===== src/saeis_pkg.sv =====
// Package for the sleep controller and external interrupt sense block.
// Assumes a single system clock; every other file but the core model refers to these names with saeis_pkg:: prefixes.
package saeis_pkg;

  ////////////////////////////////////////////////////////////////////////////
  // Register offsets on the plain register port.
  localparam logic [7:0] MCU_CTRL_OFS = 8'h35;
  localparam logic [7:0] MCU_CTRL_EXT_OFS = 8'h36;
  localparam logic [7:0] IRQ_MASK_OFS = 8'h40;
  localparam logic [7:0] IRQ_FLAG_OFS = 8'h41;
  localparam logic [7:0] SLEEP_STAT_OFS = 8'h42;

  // Reset values.
  localparam logic [7:0] MCU_CTRL_RST = 8'h00;
  localparam logic [7:0] MCU_CTRL_EXT_RST = 8'h00;
  localparam logic [2:0] IRQ_MASK_RST = 3'h0;
  localparam logic [2:0] IRQ_FLAG_RST = 3'h0;

  ////////////////////////////////////////////////////////////////////////////
  // Field positions in mcu_control.
  localparam int unsigned SLEEP_ENABLE_BIT = 5;
  localparam int unsigned SLEEP_MODE_HI_BIT = 4;
  localparam int unsigned EXT_IRQ_PIN_B_SENSE_LSB = 2;
  localparam int unsigned EXT_IRQ_PIN_A_SENSE_LSB = 0;
  // Field positions in mcu_control_extended.
  localparam int unsigned SLEEP_MODE_LO_BIT = 7;
  localparam int unsigned EXT_IRQ_PIN_C_EDGE_SELECT_BIT = 0;
  // Bit of each pin in the mask and flag registers.
  localparam int unsigned PIN_A_IDX = 0;
  localparam int unsigned PIN_B_IDX = 1;
  localparam int unsigned PIN_C_IDX = 2;

  ////////////////////////////////////////////////////////////////////////////
  // Timing counts.
  localparam int unsigned WAKE_HALT_CYC = 4;
  localparam logic [1:0] WDT_LEVEL_SAMPLES = 2'h2;
  localparam int unsigned CNT_W = 16;

  ////////////////////////////////////////////////////////////////////////////
  // Sense selection for the first and second pins.
  typedef enum logic [1:0] {
    SAEIS_SENSE_LOW = 2'h0,
    SAEIS_SENSE_ANY = 2'h1,
    SAEIS_SENSE_FALL = 2'h2,
    SAEIS_SENSE_RISE = 2'h3
  } saeis_sense_t;

  // Decoded sleep mode.
  typedef enum logic [1:0] {
    SAEIS_MODE_IDLE = 2'h0,
    SAEIS_MODE_PDOWN = 2'h2,
    SAEIS_MODE_PSAVE = 2'h3
  } saeis_mode_t;

  // Sequencer states, Gray coded along run, sleep, wake delay, halt.
  typedef enum logic [1:0] {
    SAEIS_ST_RUN = 2'h0,
    SAEIS_ST_SLEEP = 2'h1,
    SAEIS_ST_WAKE_DLY = 2'h3,
    SAEIS_ST_HALT = 2'h2
  } saeis_state_t;

  // Clock gate enables driven to the clock tree.
  typedef struct packed {
    logic cpu_clk_en;
    logic periph_clk_en;
    logic osc_en;
    logic t2_clk_en;
  } saeis_gate_t;

  // Timer 2 state seen by the wake logic.
  typedef struct packed {
    logic async_sel;
    logic ovf_flag;
    logic ovf_en;
    logic cmp_flag;
    logic cmp_en;
  } saeis_t2_t;

endpackage


===== src/saeis_core.sv =====
// Sleep sequencer, clock gating and external interrupt sense logic of the microcontroller.
// Assumes all inputs, including the pins and the watchdog oscillator level, are synchronous to clk_sys_in.
//
// Contract
// Sleep instruction enters sleep only while sleep_enable is one.
// Software sets sleep_enable right before the sleep instruction.
// Mode bits 00 idle, 01 reserved, 10 power-down, 11 power-save.
// ext_irq_pin_b_sense selects low, any change, falling or rising on pin b.
// ext_irq_pin_a_sense selects low, any change, falling or rising on pin a.
// Pins a and b are sampled before edge detection.
// Source holds a low level until the current instruction completes.
// Request taken only when global flag and pin mask are set.
// ext_irq_pin_c_edge_select chooses falling or rising edge on pin c; no level mode.
// Pin c edges are captured; pulses above 50 ns give a request.
// Software masks pin c, changes edge select, clears flag, re-enables.
// Interrupt wake halts CPU four cycles, then runs the handler.
// Sleep keeps memory contents; reset during sleep wakes to reset vector.
// Idle stops only the CPU clock; peripherals and interrupts keep running.
// Power-down stops oscillator; only reset, level a/b or edge c wake.
// A pin c edge used to leave power-down stays latched until wake.
// Level wake needs the level at two successive watchdog samples.
// Power-down wake waits a delay chosen by clock_select_fuses.
// Vanished wake condition still wakes but its interrupt is not run.
// Power-save keeps async timer 2 running; its enabled events wake.
// Without async timer 2, software uses power-down, not power-save.
// Pins raise requests even when their port drives them as outputs.
// Reserved mode encoding 01 acts as idle.
`timescale 1ns/100ps

module saeis_core #(
  parameter int unsigned WAKE_UNIT_CYC = 16
) (
  // Clock, reset and clock enable.
  input wire logic clk_sys_in,
  input wire logic rst_in,
  input wire logic ce_in,
  // Register port.
  input wire logic [7:0] reg_addr_in,
  input wire logic [7:0] reg_wdata_in,
  input wire logic reg_wr_in,
  input wire logic reg_rd_in,
  output logic [7:0] reg_rdata_out,
  // Processor core.
  input wire logic sleep_instr_in,
  input wire logic global_irq_en_in,
  input wire logic [2:0] irq_ack_in,
  input wire logic periph_irq_in,
  output logic [2:0] irq_req_out,
  output logic sleeping_out,
  // External pins and wake sources.
  input wire logic ext_irq_pin_a_in,
  input wire logic ext_irq_pin_b_in,
  input wire logic ext_irq_pin_c_in,
  input wire logic wdt_osc_in,
  input wire logic [3:0] clock_select_fuses_in,
  input wire saeis_pkg::saeis_t2_t timer2_in,
  // Clock gating.
  output saeis_pkg::saeis_gate_t gate_out
);

  ////////////////////////////////////////////////////////////////////////////
  // Declarations.
  logic [7:0] mcu_control_r;
  logic [7:0] mcu_control_extended_r;
  logic [2:0] irq_mask_r;
  logic [2:0] irq_flag_r;
  logic [2:0] irq_flag_nxt;
  logic [2:0] pin_q_r;
  logic wdt_q_r;
  logic [1:0] lvl_cnt_r;
  logic [1:0] lvl_cnt_nxt;
  logic [saeis_pkg::CNT_W-1:0] cnt_r;
  logic [saeis_pkg::CNT_W-1:0] cnt_nxt;
  saeis_pkg::saeis_state_t state_r;
  saeis_pkg::saeis_state_t state_nxt;
  saeis_pkg::saeis_mode_t mode_r;
  saeis_pkg::saeis_gate_t gate_nxt;
  logic [7:0] rdata_r;
  logic [2:0] irq_req_r;
  logic sleeping_r;

  wire [2:0] pin_now = {ext_irq_pin_c_in, ext_irq_pin_b_in, ext_irq_pin_a_in};
  wire [2:0] pin_rise = pin_now & ~pin_q_r;
  wire [2:0] pin_fall = ~pin_now & pin_q_r;
  wire [1:0] edge_evt;
  wire [1:0] level_act;

  ////////////////////////////////////////////////////////////////////////////
  // Register decode.
  wire wr_ctrl = reg_wr_in && (reg_addr_in == saeis_pkg::MCU_CTRL_OFS);
  wire wr_ctrl_ext = reg_wr_in && (reg_addr_in == saeis_pkg::MCU_CTRL_EXT_OFS);
  wire wr_mask = reg_wr_in && (reg_addr_in == saeis_pkg::IRQ_MASK_OFS);
  wire wr_flag = reg_wr_in && (reg_addr_in == saeis_pkg::IRQ_FLAG_OFS);

  // Control fields.
  wire sleep_enable = mcu_control_r[saeis_pkg::SLEEP_ENABLE_BIT];
  wire sleep_mode_hi = mcu_control_r[saeis_pkg::SLEEP_MODE_HI_BIT];
  wire sleep_mode_lo = mcu_control_extended_r[saeis_pkg::SLEEP_MODE_LO_BIT];
  wire ext_irq_pin_c_edge_select = mcu_control_extended_r[saeis_pkg::EXT_IRQ_PIN_C_EDGE_SELECT_BIT];
  wire [1:0] ext_irq_pin_a_sense = mcu_control_r[saeis_pkg::EXT_IRQ_PIN_A_SENSE_LSB +: 2];
  wire [1:0] ext_irq_pin_b_sense = mcu_control_r[saeis_pkg::EXT_IRQ_PIN_B_SENSE_LSB +: 2];
  wire [3:0] sense_pair = {ext_irq_pin_b_sense, ext_irq_pin_a_sense};

  // Mode decode; the reserved encoding falls back to idle so sleep is always defined.
  wire saeis_pkg::saeis_mode_t mode_sel =
    !sleep_mode_hi ? saeis_pkg::SAEIS_MODE_IDLE :
    (sleep_mode_lo ? saeis_pkg::SAEIS_MODE_PSAVE : saeis_pkg::SAEIS_MODE_PDOWN);

  // Read mux; unmapped offsets read as zero.
  wire [7:0] stat_word = {2'h0, mode_r, 2'h0, state_r};
  wire [7:0] rd_mux =
    (reg_addr_in == saeis_pkg::MCU_CTRL_OFS) ? mcu_control_r :
    (reg_addr_in == saeis_pkg::MCU_CTRL_EXT_OFS) ? mcu_control_extended_r :
    (reg_addr_in == saeis_pkg::IRQ_MASK_OFS) ? {5'h00, irq_mask_r} :
    (reg_addr_in == saeis_pkg::IRQ_FLAG_OFS) ? {5'h00, irq_flag_r} :
    (reg_addr_in == saeis_pkg::SLEEP_STAT_OFS) ? stat_word : 8'h00;

  ////////////////////////////////////////////////////////////////////////////
  // Edge and level sense for pins a and b, comparing each sample with the previous one.
  // The pin level is looked at directly, never through the port direction, so software can drive it.
  generate
    for (genvar i = 0; i < 2; i++) begin : g_sense
      wire [1:0] sel = sense_pair[2*i +: 2];
      assign edge_evt[i] =
        (sel == saeis_pkg::SAEIS_SENSE_ANY) ? (pin_rise[i] | pin_fall[i]) :
        (sel == saeis_pkg::SAEIS_SENSE_FALL) ? pin_fall[i] :
        (sel == saeis_pkg::SAEIS_SENSE_RISE) ? pin_rise[i] : 1'b0;
      assign level_act[i] = (sel == saeis_pkg::SAEIS_SENSE_LOW) && !pin_now[i];
    end
  endgenerate

  // Pin c has edges only; at 4 ns per sample any pulse wider than 50 ns is seen at least
  // twelve times, so no separate asynchronous latch is needed here.
  wire ext_irq_pin_c_evt = ext_irq_pin_c_edge_select ? pin_rise[saeis_pkg::PIN_C_IDX] : pin_fall[saeis_pkg::PIN_C_IDX];

  // Flags: an edge in the same cycle as a clear keeps the flag set.
  wire [2:0] flag_set = {ext_irq_pin_c_evt, edge_evt};
  wire [2:0] flag_clr = (wr_flag ? reg_wdata_in[2:0] : 3'h0) | irq_ack_in;
  assign irq_flag_nxt = (irq_flag_r & ~flag_clr) | flag_set;

  // Pending and enabled requests; a level request lasts only while the pin stays low.
  wire [2:0] pend = irq_flag_r | {1'b0, level_act};
  wire [2:0] en_pend = pend & irq_mask_r & {3{global_irq_en_in}};

  ////////////////////////////////////////////////////////////////////////////
  // Level wake qualification on the watchdog oscillator: two successive sampling
  // points must both see the enabled low level, which rejects short noise.
  wire wdt_tick = wdt_osc_in && !wdt_q_r;
  wire lvl_en = |(level_act & irq_mask_r[1:0]) && global_irq_en_in;
  wire lvl_wake = (lvl_cnt_r == saeis_pkg::WDT_LEVEL_SAMPLES);
  always_comb begin
    lvl_cnt_nxt = lvl_cnt_r;
    if (state_r != saeis_pkg::SAEIS_ST_SLEEP) begin
      lvl_cnt_nxt = 2'h0;
    end else if (wdt_tick) begin
      if (!lvl_en) begin
        lvl_cnt_nxt = 2'h0;
      end else if (!lvl_wake) begin
        lvl_cnt_nxt = lvl_cnt_r + 2'h1;
      end
    end
  end

  // Wake sources for each mode.
  wire t2_wake = timer2_in.async_sel && global_irq_en_in &&
    ((timer2_in.ovf_flag && timer2_in.ovf_en) || (timer2_in.cmp_flag && timer2_in.cmp_en));
  wire wake_idle = |en_pend || periph_irq_in;
  wire wake_pd = lvl_wake || en_pend[saeis_pkg::PIN_C_IDX];
  wire wake_ps = wake_pd || t2_wake;

  // Wake delay from the fuses; the sum is at most sixteen units.
  wire [saeis_pkg::CNT_W-1:0] wake_units = {{(saeis_pkg::CNT_W-4){1'b0}}, clock_select_fuses_in};
  wire [saeis_pkg::CNT_W-1:0] wake_dly_cyc =
    saeis_pkg::CNT_W'(WAKE_UNIT_CYC) * (wake_units + saeis_pkg::CNT_W'(1));
  wire [saeis_pkg::CNT_W-1:0] halt_last = saeis_pkg::CNT_W'(saeis_pkg::WAKE_HALT_CYC - 1);

  ////////////////////////////////////////////////////////////////////////////
  // Sleep sequencer. A sleep instruction without sleep_enable is ignored.
  always_comb begin
    state_nxt = state_r;
    cnt_nxt = cnt_r;
    case (state_r)
      saeis_pkg::SAEIS_ST_RUN: begin
        if (sleep_instr_in && sleep_enable) begin
          state_nxt = saeis_pkg::SAEIS_ST_SLEEP;
        end
      end
      saeis_pkg::SAEIS_ST_SLEEP: begin
        if (mode_r == saeis_pkg::SAEIS_MODE_IDLE) begin
          if (wake_idle) begin
            state_nxt = saeis_pkg::SAEIS_ST_HALT;
            cnt_nxt = halt_last;
          end
        end else if ((mode_r == saeis_pkg::SAEIS_MODE_PSAVE) ? wake_ps : wake_pd) begin
          state_nxt = saeis_pkg::SAEIS_ST_WAKE_DLY;
          cnt_nxt = wake_dly_cyc - saeis_pkg::CNT_W'(1);
        end
      end
      saeis_pkg::SAEIS_ST_WAKE_DLY: begin
        // The wake completes even if its cause has gone away meanwhile.
        if (cnt_r == '0) begin
          state_nxt = saeis_pkg::SAEIS_ST_HALT;
          cnt_nxt = halt_last;
        end else begin
          cnt_nxt = cnt_r - saeis_pkg::CNT_W'(1);
        end
      end
      saeis_pkg::SAEIS_ST_HALT: begin
        if (cnt_r == '0) begin
          state_nxt = saeis_pkg::SAEIS_ST_RUN;
        end else begin
          cnt_nxt = cnt_r - saeis_pkg::CNT_W'(1);
        end
      end
      default: begin
        state_nxt = saeis_pkg::SAEIS_ST_RUN;
        cnt_nxt = '0;
      end
    endcase
  end

  // Clock gates follow the next state so that outputs change with the state register.
  // Only clocks are gated; no state is cleared, so memories keep their contents.
  wire saeis_pkg::saeis_mode_t mode_sel_hold = (state_r == saeis_pkg::SAEIS_ST_RUN) ? mode_sel : mode_r;
  wire next_asleep = (state_nxt == saeis_pkg::SAEIS_ST_SLEEP);
  wire next_mode_deep = (mode_sel_hold != saeis_pkg::SAEIS_MODE_IDLE);
  always_comb begin
    gate_nxt.cpu_clk_en = (state_nxt == saeis_pkg::SAEIS_ST_RUN);
    gate_nxt.osc_en = !(next_asleep && next_mode_deep);
    gate_nxt.periph_clk_en = gate_nxt.osc_en;
    gate_nxt.t2_clk_en = gate_nxt.osc_en ||
      ((mode_sel_hold == saeis_pkg::SAEIS_MODE_PSAVE) && timer2_in.async_sel);
  end

  ////////////////////////////////////////////////////////////////////////////
  // Software registers; reset (external or watchdog) returns to run and thus wakes.
  always_ff @(posedge clk_sys_in) begin
    if (rst_in) begin
      mcu_control_r <= saeis_pkg::MCU_CTRL_RST;
      mcu_control_extended_r <= saeis_pkg::MCU_CTRL_EXT_RST;
      irq_mask_r <= saeis_pkg::IRQ_MASK_RST;
      irq_flag_r <= saeis_pkg::IRQ_FLAG_RST;
    end else if (ce_in) begin
      if (wr_ctrl) begin
        mcu_control_r <= reg_wdata_in;
      end
      if (wr_ctrl_ext) begin
        mcu_control_extended_r <= reg_wdata_in;
      end
      if (wr_mask) begin
        irq_mask_r <= reg_wdata_in[2:0];
      end
      irq_flag_r <= irq_flag_nxt;
    end
  end

  // Pin and oscillator samples plus level qualification.
  always_ff @(posedge clk_sys_in) begin
    if (rst_in) begin
      pin_q_r <= 3'h7;
      wdt_q_r <= 1'b0;
      lvl_cnt_r <= 2'h0;
    end else if (ce_in) begin
      pin_q_r <= pin_now;
      wdt_q_r <= wdt_osc_in;
      lvl_cnt_r <= lvl_cnt_nxt;
    end
  end

  // Sequencer state, mode latched at sleep entry.
  always_ff @(posedge clk_sys_in) begin
    if (rst_in) begin
      state_r <= saeis_pkg::SAEIS_ST_RUN;
      cnt_r <= '0;
      mode_r <= saeis_pkg::SAEIS_MODE_IDLE;
    end else if (ce_in) begin
      state_r <= state_nxt;
      cnt_r <= cnt_nxt;
      mode_r <= mode_sel_hold;
    end
  end

  wire [2:0] irq_flag_nxt_en = en_pend;

  // Registered outputs. Requests are held back until the CPU runs again, so a level
  // that went away during the wake delay never reaches the core.
  always_ff @(posedge clk_sys_in) begin
    if (rst_in) begin
      rdata_r <= 8'h00;
      irq_req_r <= 3'h0;
      sleeping_r <= 1'b0;
      gate_out <= '1;
    end else if (ce_in) begin
      rdata_r <= reg_rd_in ? rd_mux : 8'h00;
      irq_req_r <= (state_nxt == saeis_pkg::SAEIS_ST_RUN) ? irq_flag_nxt_en : 3'h0;
      sleeping_r <= (state_nxt != saeis_pkg::SAEIS_ST_RUN);
      gate_out <= gate_nxt;
    end
  end

  assign reg_rdata_out = rdata_r;
  assign irq_req_out = irq_req_r;
  assign sleeping_out = sleeping_r;

endmodule


===== config.mk =====
export PLATFORM = sky130hd
export DESIGN_NAME = saeis_core
export DESIGN_NICKNAME = d
export VERILOG_FILES = /design/src/saeis_pkg.sv /design/src/saeis_core.sv
export SDC_FILE = /design/constraint.sdc
export NUM_CORES = 1
export LEC_CHECK = 0
export BUFFER_PORTS_ARGS = -buffer_cell sky130_fd_sc_hd__buf_2
export CAP_MARGIN = 10
export CELL_PAD_IN_SITES_DETAIL_PLACEMENT = 0
export CELL_PAD_IN_SITES_GLOBAL_PLACEMENT = 1
export CORE_MARGIN = 2
export CORE_UTILIZATION = 47
export CTS_BUF_LIST = sky130_fd_sc_hd__clkbuf_4 sky130_fd_sc_hd__clkbuf_8
export CTS_CLUSTER_SIZE = 30
export DETAILED_ROUTE_END_ITERATION = 10
export PLACE_DENSITY = 0.94
export SLEW_MARGIN = 40
export SYNTH_ARGS = -nofsm -noshare
export SYNTH_HDL_FRONTEND = slang
export SYNTH_SLANG_ARGS = --single-unit
export TNS_END_PERCENT = 10

===== constraint.sdc =====
create_clock -name clk_sys_in -period 3.2 [get_ports clk_sys_in]
set_input_delay 0.32 -clock clk_sys_in [delete_from_list [all_inputs] [get_ports clk_sys_in]]
set_output_delay 0.32 -clock clk_sys_in [all_outputs]
set_load 0.02 [all_outputs]

; Yosys cells after proc, flatten, opt, wreduce, memory -nomap -nowiden
; Index checks and enable logic that the tools add are counted.
[classes]
n_eq_ne = 23
n_bitwise = 14
mux = 36
n_reduce_logical = 41
addsub = 4
[op_table]
columns = operator, n
row1 = two-way mux 16 bit, 5
row2 = case mux 16 bit (3 select lines), 1
row3 = == test 8 x 7 -> 1 bit (second input constant), 3
row4 = two-way mux 2 bit, 12
row5 = two-way mux 8 bit, 3
row6 = == test 2 bit (second input constant), 9
row7 = two-way mux 6 bit, 3
row8 = == test 8 x 6 -> 1 bit (second input constant), 2
row9 = logical NOT 16 bit, 1
row10 = subtractor 16 x 1 -> 16 bit (second input constant), 1
row11 = bitwise AND 3 bit, 5
row12 = logical AND 1 bit, 15
row13 = logical NOT 2 bit, 5
row14 = subtractor 9 x 1 -> 10 bit (second input constant), 1
row15 = two-way mux 1 bit, 9
row16 = NOT 3 bit, 3
row17 = == test 2 x 1 -> 1 bit (second input constant), 4
row18 = case mux 2 bit (4 select lines), 1
row19 = two-way mux 3 bit, 2
row20 = != test 3 bit (second input constant), 2
row21 = bitwise OR 3 bit, 2
row22 = AND reduction 2 bit, 3
row23 = nonzero test 2 bit, 3
row24 = adder 4 x 1 -> 5 bit (second input constant), 1
row25 = other kinds (14), 22
[totals]
reg_bits = 63
input_bits = 40

; Logic depth before layout (Yosys ltp)
[logic_depth]
word_depth = 15
ltp_mapped = 9

; Worst setup path after synthesis
; No wires, ideal clock.
[synth_path]
kind = flip-flop to flip-flop
from = register cnt_r[0] in the netlist's numbering
to = register cnt_r[13] in the netlist's numbering
synth_period_minus_slack_ns = 1.950
arrival_ns = 1.819
path_slack_ns = 1.250
path_buffers = 1
t_required_ns = 3.070
stages_incl_launch_ff = 10
path_cell_list = dfxtp_1 > inv_1 > ha_1 > nor3b_1 > nand4_1 > a21oi_1 > a311o_2 > buf_4 > o211ai_1 > o31ai_2
[synth_via]
elab_chain_len = 3
elab_cells_between_ends = 7
cone_classes = 1 x add/sub / 1 x eq/ne / 3 x mux / 2 x reduce/logical
[synth_rtl]
columns = element, line_no
row1 = start: declaration, saeis_core.sv:72  ; logic [saeis_pkg::CNT_W-1:0] cnt_r;
row2 = start signal: assignment, saeis_core.sv:278  ; cnt_r <= cnt_nxt;
row3 = subtractor 16 x 1 -> 16 bit or logical NOT 16 bit (tied branches), n/a
row4 = two-way mux 16 bit (tied with other cells), saeis_core.sv:209  ; if (cnt_r == '0) begin
row5 = case mux 16 bit (3 select lines) or AND reduction 5 bit (tied branches), n/a
; Parallel ways exist; a longest one is shown, timed or not. The select of a mux whose other input is x is not followed.
; A chain may end at the register's enable or synchronous reset.

; Worst setup path in the final report
[layout_path]
from = register cnt_r[0] in the netlist's numbering
to = register cnt_r[4] in the netlist's numbering
; The elaborated chain is that of the path after synthesis.

==> run_results.csv <==
group,metric,value,unit
worst_setup_path,cp.required,3.42,ns
global_route,grt_usage,22.6,%
cts,cts_buffers,9,
sta,post-route-period-util,74.4,%
power,p_comb_share,10.2,%
run,drv_cap,0,
cells_and_area,fill_cells,649,
cts,clk_pin_slew,0.07,ns
sta,setup_tns,0,ns
power,p_seq_share,46.2,%
cts,cts_max_level,3,
synthesis,synthFlopType,"dfxtp_1",
cts,cts_buffer_depth,2,
global_route,grt-ovfl-total,0,
cells_and_area,synthToLayoutAreaGrowth,15.8,%
sta,fmax,420,MHz
cts,ctsHoldBuffers,0,
placed_design,dp_hpwl,5.89,mm
synthesis,syn_avg_cell_area,8.41,um^2
sta,slew_headroom,56.5,%
cts,cts_tree,"yes",
synthesis,synth_warnings,0,
worst_setup_path,crit_path_max_fanout,33,
global_route,antenna_found_initial,0,
worst_setup_path,start_kind,"flop",
placed_design,portBuffers,55,
cts,cts.sinks,63,
worst_setup_path,worst_setup_path_end_kind,"flop",
sta,drv_slew,0,
sta,tightest_slew,0.653,ns
route,drt_first_pass_iters,4,
global_route,grt_pass1_wl,13.8,mm
power,p_int,1.30,mW
die,die_x,88.5,um
cells_and_area,fin_nets,493,
synthesis,postSynth.asyncResetShare,0,%
sta,setup_slack,0.819,ns
placed_design,pre_cts_ws,0.864,ns
global_route,grt_max_degree,52,
global_route,grt_pass1_vias,2972,
synthesis,synth_nets,447,
synthesis,synth_seq_cells,63,
worst_setup_path,crit_chain,"inv_1, ha_1, nor3b_1, nand4_1, a21oi_1, a311o_2, mux2i_1, nor2_1",
power,powerDensity,448,nW/um^2
power,peakVddDrop,0.000246,V
worst_setup_path,worstPathArrival,2.60,ns
route,via_per_inst,5.71,
route,drtAntennaViolNets,0,
power,leakagePower,1.55,nW
worst_setup_path,path_class,"flop to flop",
run_status,outcome,"completed",
synthesis,synth-seq-area-share,37.6,%
synthesis,yosysUniqueCellTypes,56,
sta,skew,0.00548,ns
die,die_area,7830,um^2
synthesis,yosysTopAreaCell,"dfxtp_1",
placed_design,dp_cells,530,
cts,insertion_delay,0.35,ns
worst_setup_path,cpMaxStageDelayCell,"a311o_2",
route,drc,0,
placed_design,gp_congestion,0.822,
route,dr_total_vias,3120,
power,power_frac_clock,43.7,%
power,power_switching,437,uW
route,drt-initial-drc-count,163,
cells_and_area,final_area,3880,um^2
worst_setup_path,critical_path.max_stage_delay,0.59,ns
placed_design,placed_area,3670,um^2
synthesis,synth_edf_count,0,
cts,root_buffer,"clkbuf_8",
cts,ctsResizeCount,0,
route,wl,8.27,mm
die,fp.coreArea,6870,um^2
cells_and_area,final_cell_mix,"63 x dfxtp_1, 55 x buf_2, 46 x nand2_1",
cells_and_area,drive_gt1_share,19.6,%
sta,rsz0062_at_grt,"false",
cts,post_cts_buffers,0,
die,ios,56,
synthesis,synth_cells,399,
die,fp-row-count,30,
sta,period_minus_slack,2.38,ns
cells_and_area,final-instance-count-excl-fill,546,
cells_and_area,n_antenna_cell,0,
worst_hold_path,worst_hold_path_type,"input pin to flop",
die,start_util,48.8,%
power,swShare,25.1,%
die,fp.dieH,88.5,um
cells_and_area,final_common_cell,"dfxtp_1",
synthesis,synthTopCellsByArea,"dfxtp_1 38%, mux2i_1 8.1%, nand2_1 5.1%",
synthesis,synth_top_area_share,37.6,%
synthesis,syn_area,3350,um^2
sta,setup_violations,0,
sta,hold_viol,0,
route,avgRoutedWirePerCell,15.1,um
sta,holdWs,0.214,ns
-- logic make-up after synthesis --
family / synth area share (%)
AO/OA/AOI/OAI: 23.2
AND/OR/NAND/NOR: 21.9
buffers and inverters: 4.81
XOR/XNOR: 0.783
adder cells (fa/ha/maj): 2.98
multiplexers: 8.73
flip-flops: 37.6
-- synth_stat cells, types with 8 or more instances --
master / number
clkbuf_1: 13
nor3_1: 9
ha_1: 8
mux2i_1: 27
nand2_1: 46
o21ai_0: 16
inv_1: 16
nand3_1: 8
dfxtp_1: 63
and2_1: 9
a21oi_1: 32
nor2_1: 43
-- power by group through the flow --
stage / Sequential (mW) / Clock, mW / Combinational (mW)
after floorplan: 0.822 / 0 / 0.111
after global placement: 0.821 / 0 / 0.172
after detailed placement: 0.822 / 0 / 0.175
after CTS: 0.804 / 0.772 / 0.177
after global routing: 0.805 / 0.806 / 0.197
final: 0.804 / 0.760 / 0.177
-- metrics by stage --
| step | utilization [%] | power (mW) |
|---|---|---|
| floorplan | - | 0.933 |
| global placement | 53.4 | 0.994 |
| detailed placement | 53.4 | 0.997 |
| CTS | 56.5 | 1.75 |
| global route | 56.5 | 1.81 |
| finish | 56.5 | 1.74 |
-- routing by layer --
metal,part of all wire [%],track usage [%]
met4,1.8,10.9
met3,5.3,3.73
met2,43,34.1
met5,0,0
met1,50,31.4
-- worst max-delay path, delay by kind of cell, from the launching register on --
family,cells,cell delay [ns]
AOI/OAI and AO/OA,2,0.86
adders and majority gates,1,0.17
buffers and inverters,1,0.15
DFF,1,0.35
muxes,1,0.25
and+or+nand+nor,3,0.47
-- cell type report --
type	count	area [um^2]	share of cell area, %
Multi-Input combinational cell	297	1930	49.7
Sequential cell	63	1260	32.5
Timing Repair Buffer	57	290	7.47
Clock buffer	10	131	3.38
Tap cell	96	120	3.09
Clock inverter	6	85.1	2.19
Inverter	17	63.8	1.64
-- sequential cells by signal, summed over array words and instances, names as in the netlist --
register and cells:
lvl_cnt_r 2, mode_r 2, reg_rdata_out 8, irq_req_out 3, mcu_control_r 8, irq_flag_r 3
cnt_r 16, wdt_q_r 1, state_r 2, gate_out 3, irq_mask_r 3, mcu_control_extended_r 8
sleeping_out 1, pin_q_r 3
-- worst paths after layout --
path              cells past startpoint  slack [ns]             start           to
hold reg to reg                       2        0.45       gate_out[3]  gate_out[3]
setup reg to reg                      8        0.82          cnt_r[0]     cnt_r[4]
setup / recovery                      8        0.82          cnt_r[0]     cnt_r[4]
hold / removal                        3        0.21  ext_irq_pin_c_in   pin_q_r[2]
No activity file was read; power rests on OpenSTA's default activity.
